**src/verilog/lqv_pkg.sv**
```systemverilog
// Purpose: shared constants for the variance readout and link-quality monitor
// Assumes: 16-bit management registers, 5-bit register address
// Notes:   own status/clear/enable/aux registers sit at 0x10..0x13
package lqv_pkg;
	// ------------------------------------------------------------
	// bus and widths
	// ------------------------------------------------------------
	localparam int ADDR_W     = 5;
	localparam int DATA_W     = 16;
	localparam int VAR_W      = 32;
	localparam int N_PARAM    = 5;
	localparam int PARAM_W    = 8;
	localparam int FLAG_W     = 2 * N_PARAM;
	localparam int IRQ_W      = 2;

	// ------------------------------------------------------------
	// register offsets
	// ------------------------------------------------------------
	localparam logic [ADDR_W-1:0] IRQ_STAT_OFS = 5'h10;
	localparam logic [ADDR_W-1:0] IRQ_CLR_OFS  = 5'h11;
	localparam logic [ADDR_W-1:0] IRQ_EN_OFS   = 5'h12;
	localparam logic [ADDR_W-1:0] AUX_CTRL_OFS = 5'h13;
	localparam logic [ADDR_W-1:0] VAR_CTRL_OFS = 5'h1a;
	localparam logic [ADDR_W-1:0] VAR_DATA_OFS = 5'h1b;
	localparam logic [ADDR_W-1:0] LQM_OFS      = 5'h1d;

	// ------------------------------------------------------------
	// field positions
	// ------------------------------------------------------------
	localparam int VC_READY_BIT   = 15;
	localparam int VC_FREEZE_BIT  = 3;
	localparam int VC_TIMER_LSB   = 1;
	localparam int VC_TIMER_W     = 2;
	localparam int VC_ENABLE_BIT  = 0;
	localparam int MONITOR_ENABLE_BIT_BIT = 15;
	localparam int LQM_RSVD_MSB   = 14;
	localparam int LQM_RSVD_LSB   = 10;
	localparam int IRQ_LQ_BIT     = 0;
	localparam int IRQ_VAR_BIT    = 1;
	localparam int AUX_RESTART_BIT = 0;

	// ------------------------------------------------------------
	// reset values
	// ------------------------------------------------------------
	localparam logic [VAR_W-1:0]  VAR_DATA_RST = 32'h0000_0000;
	localparam logic [FLAG_W-1:0] FLAGS_RST    = 10'h000;
	localparam logic [DATA_W-1:0] RDATA_RST    = 16'h0000;

	// ------------------------------------------------------------
	// variance readout half pointer
	// ------------------------------------------------------------
	typedef enum logic [1:0] {
		VR_LOW  = 2'b01,
		VR_HIGH = 2'b10
	} var_rd_t;
endpackage

```
**src/verilog/link_quality_variance_regs.sv**
```systemverilog
// Purpose: variance sum readout and link-quality monitor register logic
// Assumes: one core clock, plain register port, same-clock receiver inputs
// Notes:   reads answer one cycle after the read strobe
`timescale 1ns/1ps

// Function
// - hold 32-bit variance sum, valid while ready
// - after freeze: first read low, second high
// - second data read clears ready and freeze
// - monitor enable bit 15, needs 100 Mb link
// - threshold at max/min disables its comparison
// - violation raises interrupt when enabled
// - monitor register read clears flags, re-arms interrupt
// - frequency control/offset flags bits 9..6, clear-on-read
// - wander, gain, equalizer flags bits 5..0
// - monitor bits 14:10 read zero, ignore writes
// - optional automatic 100 Mb link restart
module link_quality_variance_regs
	import lqv_pkg::*;
#(
	parameter int NP = N_PARAM,
	parameter int PW = PARAM_W
) (
	// clock and reset
	input  wire logic              i_core_clk,
	input  wire logic              i_rst_n,
	input  wire logic              i_clk_en,
	// register port
	input  wire logic [ADDR_W-1:0] i_addr,
	input  wire logic [DATA_W-1:0] i_wdata,
	input  wire logic              i_wr,
	input  wire logic              i_rd,
	output logic      [DATA_W-1:0] o_rdata,
	// variance computation
	input  wire logic [VAR_W-1:0]  i_var_sum,
	input  wire logic              i_var_load,
	output logic                   o_var_enable,
	output logic [VC_TIMER_W-1:0]  o_var_timer,
	output logic                   o_var_restart,
	// receiver parameters and thresholds
	input  wire logic              i_link_100_ok,
	input  wire logic [NP*PW-1:0]  i_param,
	input  wire logic [NP*PW-1:0]  i_thr_hi,
	input  wire logic [NP*PW-1:0]  i_thr_lo,
	// monitor status
	output logic                   o_monitor_active,
	output logic                   o_link_restart,
	output logic                   o_irq
);
	// ------------------------------------------------------------
	// state
	// ------------------------------------------------------------
	typedef struct packed {
		logic [VAR_W-1:0]      var_data;
		logic                  var_ready;
		logic                  var_freeze;
		logic [VC_TIMER_W-1:0] var_timer;
		logic                  var_enable;
		var_rd_t               var_rd;
		logic                  var_restart;
		logic                  monitor_enable_bit;
		logic [2*NP-1:0]       flags;
		logic                  armed;
		logic [IRQ_W-1:0]      irq_stat;
		logic [IRQ_W-1:0]      irq_en;
		logic                  auto_restart;
		logic                  link_restart;
		logic [DATA_W-1:0]     rdata;
	} state_t;

	state_t          q;
	state_t          d;
	logic [1:0]      rst_sync_q;
	logic            rst_n_q;
	logic [2*NP-1:0] viol;
	logic [2*NP-1:0] lq_set;
	logic            mon_active;
	logic            rd_var;
	logic            rd_lqm;
	logic            wr_vc;

	// ------------------------------------------------------------
	// helpers
	// ------------------------------------------------------------
	// sticky bits: a set in the clearing cycle survives
	function automatic logic [2*NP-1:0] sticky(input logic [2*NP-1:0] cur,
	                                           input logic [2*NP-1:0] set,
	                                           input logic [2*NP-1:0] clr);
		sticky = (cur & ~clr) | set;
	endfunction

	function automatic logic hit(input logic strobe, input logic [ADDR_W-1:0] ofs);
		hit = strobe && (i_addr == ofs);
	endfunction

	// ------------------------------------------------------------
	// reset release
	// ------------------------------------------------------------
	always_ff @(posedge i_core_clk or negedge i_rst_n) begin
		if (!i_rst_n) begin
			rst_sync_q <= 2'h0;
		end else if (i_clk_en) begin
			rst_sync_q <= {rst_sync_q[0], 1'b1};
		end
	end
	assign rst_n_q = rst_sync_q[1];

	// ------------------------------------------------------------
	// threshold compare
	// ------------------------------------------------------------
	lq_threshold_cmp #(
		.NP (NP),
		.PW (PW)
	) u_cmp (
		.i_param  (i_param),
		.i_thr_hi (i_thr_hi),
		.i_thr_lo (i_thr_lo),
		.o_viol   (viol)
	);

	// monitoring counts only on a live 100 Mb link
	assign mon_active = q.monitor_enable_bit && i_link_100_ok;
	assign lq_set     = mon_active ? viol : '0;
	assign rd_var     = hit(i_rd, VAR_DATA_OFS);
	assign rd_lqm     = hit(i_rd, LQM_OFS);
	assign wr_vc      = hit(i_wr, VAR_CTRL_OFS);

	// ------------------------------------------------------------
	// next state
	// ------------------------------------------------------------
	always_comb begin
		d             = q;
		d.var_restart = 1'b0;
		d.link_restart = 1'b0;

		// variance capture, held off while frozen
		if (i_var_load && !q.var_freeze) begin
			d.var_data  = i_var_sum;
			d.var_ready = 1'b1;
		end

		// control writes
		if (wr_vc) begin
			d.var_freeze = i_wdata[VC_FREEZE_BIT];
			d.var_enable = i_wdata[VC_ENABLE_BIT];
			d.var_timer  = i_wdata[VC_TIMER_LSB +: VC_TIMER_W];
			// every control write restarts the computation, whether or not the timer value changes
			d.var_restart = 1'b1;
			if (i_wdata[VC_FREEZE_BIT] && !q.var_freeze) begin
				d.var_rd = VR_LOW;
			end
		end
		if (hit(i_wr, LQM_OFS)) begin
			// only the enable is writable; reserved bits drop
			d.monitor_enable_bit = i_wdata[MONITOR_ENABLE_BIT_BIT];
		end
		if (hit(i_wr, IRQ_EN_OFS)) begin
			d.irq_en = i_wdata[IRQ_W-1:0];
		end
		if (hit(i_wr, AUX_CTRL_OFS)) begin
			d.auto_restart = i_wdata[AUX_RESTART_BIT];
		end

		// data half pointer
		if (rd_var) begin
			case (q.var_rd)
				VR_LOW: begin
					d.var_rd = VR_HIGH;
				end
				VR_HIGH: begin
					d.var_rd     = VR_LOW;
					d.var_ready  = 1'b0;
					d.var_freeze = 1'b0;
				end
				default: begin
					d.var_rd = VR_LOW;
				end
			endcase
		end

		// warning flags: sticky, clear-on-read, set wins
		d.flags = sticky(q.flags, lq_set, rd_lqm ? '1 : '0);

		// interrupt status
		d.irq_stat = q.irq_stat;
		if (hit(i_wr, IRQ_CLR_OFS)) begin
			d.irq_stat = q.irq_stat & ~i_wdata[IRQ_W-1:0];
		end
		if (i_var_load && !q.var_freeze) begin
			d.irq_stat[IRQ_VAR_BIT] = 1'b1;
		end
		// one event per arming; the monitor read re-arms
		if (rd_lqm) begin
			d.armed = 1'b1;
		end
		if (q.armed && (lq_set != '0)) begin
			d.irq_stat[IRQ_LQ_BIT] = 1'b1;
			d.armed                = 1'b0;
			d.link_restart         = q.auto_restart;
		end

		// read data, answered in the following cycle
		d.rdata = RDATA_RST;
		if (i_rd) begin
			case (i_addr)
				VAR_CTRL_OFS: begin
					d.rdata[VC_READY_BIT]                = q.var_ready;
					d.rdata[VC_FREEZE_BIT]               = q.var_freeze;
					d.rdata[VC_TIMER_LSB +: VC_TIMER_W]  = q.var_timer;
					d.rdata[VC_ENABLE_BIT]               = q.var_enable;
				end
				VAR_DATA_OFS: begin
					d.rdata = (q.var_rd == VR_HIGH) ? q.var_data[VAR_W-1:DATA_W]
					                                : q.var_data[DATA_W-1:0];
				end
				LQM_OFS: begin
					d.rdata[MONITOR_ENABLE_BIT_BIT] = q.monitor_enable_bit;
					d.rdata[2*NP-1:0]       = q.flags;
				end
				IRQ_STAT_OFS: begin
					d.rdata[IRQ_W-1:0] = q.irq_stat;
				end
				IRQ_EN_OFS: begin
					d.rdata[IRQ_W-1:0] = q.irq_en;
				end
				AUX_CTRL_OFS: begin
					d.rdata[AUX_RESTART_BIT] = q.auto_restart;
				end
				default: begin
					d.rdata = RDATA_RST;
				end
			endcase
		end
	end

	// ------------------------------------------------------------
	// registers
	// ------------------------------------------------------------
	always_ff @(posedge i_core_clk or negedge rst_n_q) begin
		if (!rst_n_q) begin
			q          <= '0;
			q.var_data <= VAR_DATA_RST;
			q.flags    <= FLAGS_RST;
			q.rdata    <= RDATA_RST;
			q.var_rd   <= VR_LOW;
			q.armed    <= 1'b1;
		end else if (i_clk_en) begin
			q <= d;
		end
	end

	// ------------------------------------------------------------
	// outputs
	// ------------------------------------------------------------
	assign o_rdata          = q.rdata;
	assign o_var_enable     = q.var_enable;
	assign o_var_timer      = q.var_timer;
	assign o_var_restart    = q.var_restart;
	assign o_monitor_active = mon_active;
	assign o_link_restart   = q.link_restart;
	assign o_irq            = |(q.irq_stat & q.irq_en);
endmodule // link_quality_variance_regs

```
**src/verilog/lq_threshold_cmp.sv**
```systemverilog
// Purpose: high/low threshold comparison for the monitored receiver parameters
// Assumes: unsigned parameter and threshold values, same clock as the user
// Notes:   output bit 2k is param k low, bit 2k+1 is param k high
`timescale 1ns/1ps
module lq_threshold_cmp
	import lqv_pkg::*;
#(
	parameter int NP = N_PARAM,
	parameter int PW = PARAM_W
) (
	// parameter values and thresholds, param k in bits [k*PW +: PW]
	input  wire logic [NP*PW-1:0] i_param,
	input  wire logic [NP*PW-1:0] i_thr_hi,
	input  wire logic [NP*PW-1:0] i_thr_lo,
	// violations
	output logic      [2*NP-1:0]  o_viol
);
	// ------------------------------------------------------------
	// compare
	// ------------------------------------------------------------
	// strict compares: a high threshold at full scale or a low threshold at zero can never be crossed
	always_comb begin
		o_viol = '0;
		for (int k = 0; k < NP; k++) begin
			o_viol[2*k]   = i_param[k*PW +: PW] < i_thr_lo[k*PW +: PW];
			o_viol[2*k+1] = i_param[k*PW +: PW] > i_thr_hi[k*PW +: PW];
		end
	end
endmodule // lq_threshold_cmp

```
**config.mk**
```make
export PLATFORM = sky130hd
export DESIGN_NAME = link_quality_variance_regs
export DESIGN_NICKNAME = d
export VERILOG_FILES = /design/src/verilog/lqv_pkg.sv /design/src/verilog/link_quality_variance_regs.sv /design/src/verilog/lq_threshold_cmp.sv
export SDC_FILE = /design/constraint.sdc
export NUM_CORES = 1
export LEC_CHECK = 0
export ABC_CLOCK_PERIOD_IN_PS = 2400
export BUFFER_PORTS_ARGS = -buffer_cell sky130_fd_sc_hd__buf_2
export CAP_MARGIN = 5
export CORE_ASPECT_RATIO = 1.5
export CORE_MARGIN = 8
export CORE_UTILIZATION = 45
export DETAILED_ROUTE_END_ITERATION = 6
export PLACE_DENSITY = 0.87
export SYNTH_ARGS = -nofsm -noshare
export SYNTH_HDL_FRONTEND = slang
export SYNTH_SLANG_ARGS = --single-unit
```
**constraint.sdc**
```tcl
create_clock -name i_core_clk -period 2.4 [get_ports i_core_clk]
set_clock_uncertainty 0.2 [all_clocks]
set_input_delay 0.24 -clock i_core_clk [delete_from_list [all_inputs] [get_ports i_core_clk]]
set_output_delay 0.24 -clock i_core_clk [all_outputs]
set_load 0.03 [all_outputs]
```
## Word level (Yosys, flattened, before mapping)

Index checks and enable logic that the tools add are counted.

| word-level totals | value |
|---|---|
| memory bits (read-only) | 0 |
| bits in registers | 76 |
| latch bits | 0 |
| memory bits (writable) | 0 |
| memories | 0 |
| input port bits | 180 |
| output and inout bits | 23 |

| cells by class | value |
|---|---|
| bitwise gates (word level) | 6 |
| add/sub/neg operators | 0 |
| shifts and indexed selects | 0 |
| eq/ne operators | 9 |
| mux-type cells | 23 |
| multipliers | 0 |
| divide/modulo/power cells | 0 |
| $lt $le $gt $ge | 10 |
| reductions and logical operators | 28 |

Operators with widths:

| kind | number |
|---|---|
| $gt A8 B8 Y1 | 5 |
| $lt A8 B8 Y1 | 5 |
| $eq A5 B5 Y1 const B | 7 |
| $mux W16 | 2 |
| $mux W10 | 2 |
| $reduce_and A2 Y1 | 8 |
| $mux W2 | 6 |
| $pmux W6 S2 | 1 |
| $logic_and A1 B1 Y1 | 11 |
| $and A10 B10 Y10 | 1 |
| $not A10 Y10 | 1 |
| $or A10 B10 Y10 | 1 |
| $reduce_bool A10 Y1 | 1 |
| $reduce_bool A2 Y1 | 5 |
| $mux W7 | 1 |
| $mux W1 | 6 |
| $pmux W1 S6 | 1 |
| $pmux W2 S3 | 1 |
| $mux W5 | 1 |
| $pmux W1 S5 | 1 |
| $and A2 B2 Y2 | 2 |
| $pmux W1 S3 | 1 |
| $reduce_and A3 Y1 | 1 |
| $eq A2 B1 Y1 const B | 1 |
| other kinds (4) | 4 |

## Depth between registers and ports, before layout

Gate-level depths: netlist (run 1).

| logic depth | value |
|---|---|
| depth after elaboration | 6 |
| depth in mapped cells | 9 |
| mapped depth without buffers | 9 |

## Modules after synthesis

A second synthesis (run 1) with hierarchy kept.

| unflattened totals | value |
|---|---|
| cells, all modules | 523 |
| area total of the unflattened synthesis | 5451.5 um2 |

Modules (own cells, without submodules):

| module | area an instance (um2) | cells an instance | sequential area each (um2) | instances |
|---|---|---|---|---|
| link_quality_variance_regs | 3574.7 | 278 | 1904.3 | 1 |
| lq_threshold_cmp | 1876.8 | 245 | 0.0 | 1 |

## Worst setup path after synthesis (run 1)

Ideal clock, no wire load.

| path | value |
|---|---|
| path kind | register to register |
| start point | register rst_sync_q[1] (netlist name) |
| end point | register rst_sync_q[1] |
| slack | -0.154 ns |
| clock period less this slack | 2.554 ns |
| arrival time | 2.277 ns |
| data required time | 2.123 ns |
| buffers on the path | 0 |
| cell stages (with the launch flop) | 2 |
| library setup time | 0.077 ns |
| cells stage by stage | dfrtp_1 > mux2_2 |

RTL lines:

| element | RTL line | source |
|---|---|---|
| to (signal assigned) | link_quality_variance_regs.sv:103 | `rst_sync_q <= {rst_sync_q[0], 1'b1};` |
| to (decl) | link_quality_variance_regs.sv:73 | `logic [1:0] rst_sync_q;` |

## Worst setup path after layout (run 1)

| path | value |
|---|---|
| start point | register q[33] in the netlist's numbering |
| end point | register q, in the netlist o_link_restart |

| between the ends | value |
|---|---|
| word-level cells in the longest chain between the ends | 5 |

RTL lines:

| element | RTL line | source |
|---|---|---|
| from (decl) | link_quality_variance_regs.sv:71 | `state_t q;` |
| $logic_and A1 B1 Y1 | link_quality_variance_regs.sv:122 | `assign mon_active = q.monitor_enable_bit && i_link_100_ok;` |
| $mux W10 | link_quality_variance_regs.sv:123 | `assign lq_set = mon_active ? viol : '0;` |
| $reduce_bool A10 Y1 | link_quality_variance_regs.sv:196 | `if (q.armed && (lq_set != '0)) begin` |
| $logic_and A1 B1 Y1 | link_quality_variance_regs.sv:196 |  |
| $mux W1 | link_quality_variance_regs.sv:196 |  |

Every way passes these cells.
A chain may end at the register's enable or synchronous reset.

==> impl_metrics.csv, run 1 <==
group,metric,value,unit
logic_synthesis,yosys_warnings,0,
job,maxCapViolCount,0,
global_routing,grt_pass1_vias,5342,
sta,setup_viol,0,
placement,portBuffers,191,
detailed_routing,drtIter0Drc,145,
detailed_routing,routed_wl,15.6,mm
sta,slew_headroom,40.5,%
logic_synthesis,syn_avg_cell_area,9.53,µm²
floorplanning,io_pins,203,
sta,finalCritPeriodShare,91.0,%
floorplanning,start_util,46.3,%
floorplanning,core,11500,µm²
sta,post-route-min-period,2.18,ns
setup_path,r2r_end,"o_link_restart",
detailed_routing,wire_per_inst,16.7,µm
logic_synthesis,syn_nets,815,
hold_path,hp-class,"in2async",
power_and_ir_drop,clockPowerShare,36.9,%
clocking,cts_max_level,3,
power_and_ir_drop,power.share.switching,27.3,%
sta,rsz0062_at_grt,"no",
sta,fin_worst_hold_slack,0.0207,ns
setup_path,crit_path_start,"q[33]",
cells_and_area,drive_above_1_share,34.2,%
power_and_ir_drop,power.leakage,3.79,nW
logic_synthesis,ys_async_sr_fraction,100,%
logic_synthesis,synth_ff_type,"dfrtp_1",
floorplanning,fp.dieH,149,µm
setup_path,slowest_stage,"or4_4",
power_and_ir_drop,p_int,3.02,mW
logic_synthesis,yosysUniqueCellTypes,55,
power_and_ir_drop,power_density,586,nW/µm²
clocking,cts_buffers,9,
sta,worst_pin_slew,0.892,ns
logic_synthesis,synth_seq_cells,76,
detailed_routing,drtAntennaViolNets,0,
logic_synthesis,synth_edf_count,0,
sta,drv_slew,0,
setup_path,path_class,"reg2reg",
logic_synthesis,syn_area,5340,µm²
setup_path,r2r_setup_slack,0.22,ns
cells_and_area,final_cells,933,
cells_and_area,nets,1031,
cells_and_area,fill_cells,935,
global_routing,use_met1,19.5,%
clocking,cts_root_buffer,"clkbuf_16",
sta,finalHoldViolCount,0,
global_routing,grt_overflow,0,
cells_and_area,fin_util,61.5,%
setup_path,worst-r2r-cell-count,6,
sta,max_freq,0.458,GHz
global_routing,met3_usage,5.93,%
detailed_routing,via_per_inst,5.24,
power_and_ir_drop,vdd_drop_max,364,µV
power_and_ir_drop,p_seq_share,39.3,%
clocking,clk_path_buf_depth,2,
setup_path,worstSetupStartpointType,"flip-flop",
clocking,cts_tree,"yes",
detailed_routing,vias,4892,
placement,hpwl,12.1,mm
detailed_routing,remaining_drc_errors,0,
global_routing,busiest_layer,"met2",
global_routing,grt_pass1_wl,25.2,mm
outcome,status,"finished, final reports clean",
global_routing,grt_antenna_before_repair,2,
placement,dp_cells,877,
global_routing,grtUsageMet2,37.3,%
clocking,clock_latency,0.33,ns
clocking,cts_sinks,76,
setup_path,crit_end,"o_link_restart",
setup_path,crit_required,2.41,ns
cells_and_area,area_growth,32.8,%
setup_path,worst_setup_path_end_kind,"flip-flop",
clocking,clk_pin_slew_worst_paths,0.06,ns
setup_path,cp_max_fo,9,
setup_path,crit_chain,"nand2_2 > buf_12 > a2111oi_2 > or4_4 > o311ai_4 > o2bb2ai_2",
logic_synthesis,postSynthCellCount,560,
floorplanning,row_count,48,
floorplanning,die_area,15700,µm²
sta,fin_setup_tns,0,ns
detailed_routing,firstDrtPassIters,4,
setup_path,r2r-start,"q[33]",
power_and_ir_drop,pwr-share-comb,23.8,%
floorplanning,die_w,105,µm
power_and_ir_drop,p_total,4.16,mW
global_routing,grt_max_degree,75,
power_and_ir_drop,switchingPower,1.13,mW
global_routing,grtUsageTotal,19.9,%
setup_path,arrival,2.19,ns
setup_path,slowest_delay,0.56,ns
logic_synthesis,ys_seq_area_share,35.7,%
placement,gp_congestion,0.869,
-- cell usage after synthesis (all sizes together), types with 4 or more instances --
library cell   n  share of area (%)
a21oi         42                3.9
a22o           8                1.3
nor2          22                1.7
clkbuf        10               0.70
o211ai         5               0.70
a221o          6                1.1
nor3           6               0.56
buf           25                3.3
nand2b         4               0.47
o21ai         18                1.7
nand3          8               0.75
nand2         54                3.8
mux2          41                8.6
inv           83                5.9
dfrtp         74                 35
mux2i          6                1.1
nand4          8               0.94
a21o           5               0.70
o2bb2ai       11                1.9
nor2b          5               0.59
o21a           4               0.56
ha            75                 18
a221oi         4               0.66
-- how the worst min path moves through the flow --
stage	endpoint	slack (ns)	cells past startpoint
after CTS	rst_sync_q[0]	0.04	2
final	rst_sync_q[0]	0.02	2
after global placement	rst_sync_q[0]	-0.17	1
after floorplan	rst_sync_q[0]	-0.26	0
after detailed placement	rst_sync_q[0]	-0.17	1
after global routing	rst_sync_q[1]	0.02	2
-- registers in the layout, indices dropped and copies added (netlist names) --
signal / cells
o_link_restart: 1
o_rdata: 16
o_var_enable: 1
o_var_restart: 1
o_var_timer: 2
q: 53
rst_sync_q: 2
-- worst max-delay path, delay by kind of cell, from the launching register on --
family                 cells  cell delay (ns)
and+or+nand+nor            2             0.74
AOI/OAI and AO/OA          3             0.54
DFF                        1             0.43
buffers and inverters      1             0.15
-- placed cells by master (no fill, tap or decap), drive strengths merged, types with 10 or more instances in the layout --
cell type    netlist  routed
buf               25     202
inv               83      84
ha                75      75
dfrtp             74      74
nand2             54      54
a21oi             42      42
mux2              41      41
dlygate4sd3        0      38
nor2              22      22
o21ai             18      18
o2bb2ai           11      11
clkbuf            10      10
-- power groups by stage --
stage | registers [mW] | clock network [mW] | logic [mW]
floorplan | 1.61 | 0 | 0.619
global placement | 1.64 | 0 | 0.898
detailed placement | 1.65 | 0 | 0.933
CTS | 1.63 | 1.56 | 0.991
global route | 1.66 | 1.62 | 1.10
finish | 1.63 | 1.53 | 0.990
-- cell type report --
| class | count | area, µm² | area share [%] |
|---|---|---|---|
| Timing Repair Buffer | 240 | 1430 | 20.2 |
| Antenna cell | 2 | 5.00 | 0.0706 |
| Clock buffer | 10 | 229 | 3.23 |
| Multi-Input combinational cell | 366 | 2910 | 41.0 |
| Tap cell | 150 | 188 | 2.65 |
| Sequential cell | 76 | 1910 | 26.9 |
| Inverter | 83 | 314 | 4.43 |
| Clock inverter | 6 | 111 | 1.57 |
-- per-layer routing --
metal  routed length [µm]  vias up  part of all wire (%)
met2                 8330      180                    53
li1                     -     2380                     -
met1                 5780     2290                    37
met5                    0        -                     0
met4                  537        0                   3.4
met3                  969       42                   6.2
-- through the flow --
| stage | area [µm²] | setup slack [ns] |
|---|---|---|
| after floorplan | 5340 | 0.240 |
| after global placement | 6360 | 0.00916 |
| after detailed placement | 6360 | -0.0313 |
| after CTS | 7080 | 0.195 |
| after global routing | 7090 | 0.119 |
| final | 7090 | 0.216 |
-- cells by family after synthesis --
logic type / count (synthesis) / share of synthesized area [%]
DFF: 76 / 35.7
adders and majority gates: 75 / 17.6
muxes: 47 / 9.77
AOI/OAI and AO/OA: 119 / 15.7
and+or+nand+nor: 125 / 11.3
buffers and inverters: 118 / 9.91
-- what timing repair did --
item | CTS | global route
resized for setup | 0 | 0
hold buffers | 38 | 0
buffers inserted | 0 | 0
hold endpoints to repair | 42 | 0
No activity file was read; power rests on OpenSTA's default activity.
==> run 2: changes to the inputs <==
- CELL_PAD_IN_SITES_DETAIL_PLACEMENT: not set -> 2
- CELL_PAD_IN_SITES_GLOBAL_PLACEMENT: not set -> 2
- CORE_UTILIZATION: 45 -> 26
==> run 2 against run 1 <==
Compared with the run above: flip-flop and latch count did not move; design area rose by 3.0%; maximum frequency fell by 2.6%; register-to-register slack got worse by 0.06 ns; non-clock buffer count rose by 13; highest routed layer unchanged; die area rose by 62%.
==> impl_metrics.csv, run 2 (synthesis gave the netlist of run 1 again) <==
group,metric,value,unit
placement,dp_cells,1004,
placement,place_area,6610,µm²
global_routing,grt_pass1_vias,6016,
detailed_routing,routed_wl,20.5,mm
global_routing,grt_pass1_wl,32.2,mm
power_and_ir_drop,p_total,4.12,mW
cells_and_area,area_growth,36.8,%
floorplanning,die_area,25500,µm²
hold_path,hp-class,"in2async",
clocking,cts_tree,"yes",
power_and_ir_drop,vdd_drop_max,256,µV
detailed_routing,remaining_drc_errors,0,
placement,place_ws,-0.156,ns
floorplanning,fp.dieH,192,µm
cells_and_area,final_cells,1060,
setup_path,crit_required,2.41,ns
detailed_routing,via_per_inst,4.74,
sta,worst_pin_slew,0.622,ns
clocking,clk_path_buf_depth,2,
sta,setup_slack,0.159,ns
setup_path,path_class,"reg2reg",
detailed_routing,wire_per_inst,19.3,µm
sta,finalHoldViolCount,0,
sta,slew_headroom,58.4,%
sta,max_freq,0.446,GHz
clocking,cts_root_buffer,"clkbuf_16",
cells_and_area,top_register,"q",
clocking,clk_pin_slew_worst_paths,0.06,ns
setup_path,worst_setup_path_end_kind,"flip-flop",
power_and_ir_drop,power_density,564,nW/µm²
detailed_routing,vias,5029,
job,maxCapViolCount,0,
clocking,cts_setup_buffers,0,
setup_path,slowest_delay,0.51,ns
sta,finalCritPeriodShare,93.4,%
clocking,cts_buffers,9,
setup_path,crit_chain,"nand2_2 > inv_4 > o211ai_1 > a21oi_1 > or4_4 > o311ai_4 > o2bb2ai_2",
sta,setup_viol,0,
placement,portBuffers,191,
setup_path,slowest_stage,"or4_4",
floorplanning,start_util,26.4,%
setup_path,arrival,2.25,ns
power_and_ir_drop,power.leakage,3.83,nW
cells_and_area,fin_area,7300,µm²
global_routing,grtUsageTotal,16.1,%
sta,rsz0062_at_grt,"no",
sta,drv_slew,0,
floorplanning,die_w,133,µm
floorplanning,core,20300,µm²
cells_and_area,mostFrequentLayoutCell,"buf_2",
setup_path,cp_max_fo,6,
detailed_routing,drtIter0Drc,122,
clocking,cts_sinks,76,
setup_path,worstSetupStartpointType,"flip-flop",
cells_and_area,final_cell_mix,"191 x buf_2, 82 x inv_1, 75 x ha_1, 73 x dfrtp_1, 53 x nand2_1",
clocking,clock_latency,0.34,ns
floorplanning,row_count,64,
global_routing,grt_antenna_before_repair,2,
outcome,status,"finished, final reports clean",
sta,post-route-min-period,2.24,ns
sta,fin_worst_hold_slack,0.0524,ns
detailed_routing,firstDrtPassIters,4,
cells_and_area,nets,1044,
global_routing,grt_overflow,0,
floorplanning,io_pins,203,
detailed_routing,drtAntennaViolNets,0,
clocking,cts_max_level,3,
cells_and_area,largest_reg_flops,53,
placement,gp_congestion,0.816,
global_routing,grt_max_degree,42,
cells_and_area,fin_util,36.0,%
cells_and_area,drive_above_1_share,35.4,%
placement,hpwl,16.5,mm
sta,fin_setup_tns,0,ns
## run 2: path summary, 6_finish.rpt
kind	startpoint	slack (ns)	endpoint	depth (start not counted)
worst max-delay path	q[33]	0.16	o_link_restart	7
min in group i_core_clk	i_addr[4]	0.08	o_rdata[1]	3
worst min-delay path	i_rst_n	0.05	rst_sync_q[1]	2
worst min register to register	rst_sync_q[1]	0.09	o_rdata[8]	0
max in group asynchronous	rst_sync_q[1]	1.01	q[35]	1
worst max register to register	q[33]	0.16	o_link_restart	7
## run 2: repair_timing
action / 4_1_cts / 5_1_grt
gates resized for setup: 0 / 0
hold endpoints to repair: 40 / 0
hold buffers: 38 / 0
endpoints found under the setup margin: 0 / 0
## run 2: layout make-up
cell class                 count  area (µm²)
clock buffer                  10         239
timing repair buffer         253        1530
multi-input combinational    366        2910
clock inverter                 6        71.3
inverter                      83         314
fill                        2255       13000
sequential                    76        1910
antenna                        2        5.00
tap                          264         330
## run 2: critical path, delay by kind of cell (launching register included)
kind | cells | cell delay (ns)
AO/OA/AOI/OAI | 4 | 0.72
buffers and inverters | 1 | 0.07
AND/OR/NAND/NOR | 2 | 0.71
flip-flops | 1 | 0.42
## run 2: report_power, final
group	internal (mW)	switching (mW)	total (mW)
logic	0.525	0.534	1.06
registers	1.50	0.155	1.65
clock network	0.843	0.565	1.41
total	2.87	1.25	4.12
## run 2: layer usage
layer	share of wire (%)	track usage, %
met1	35	15.2
met2	59	33.3
met3	4.2	3.18
met4	1.8	4.87
met5	0	0
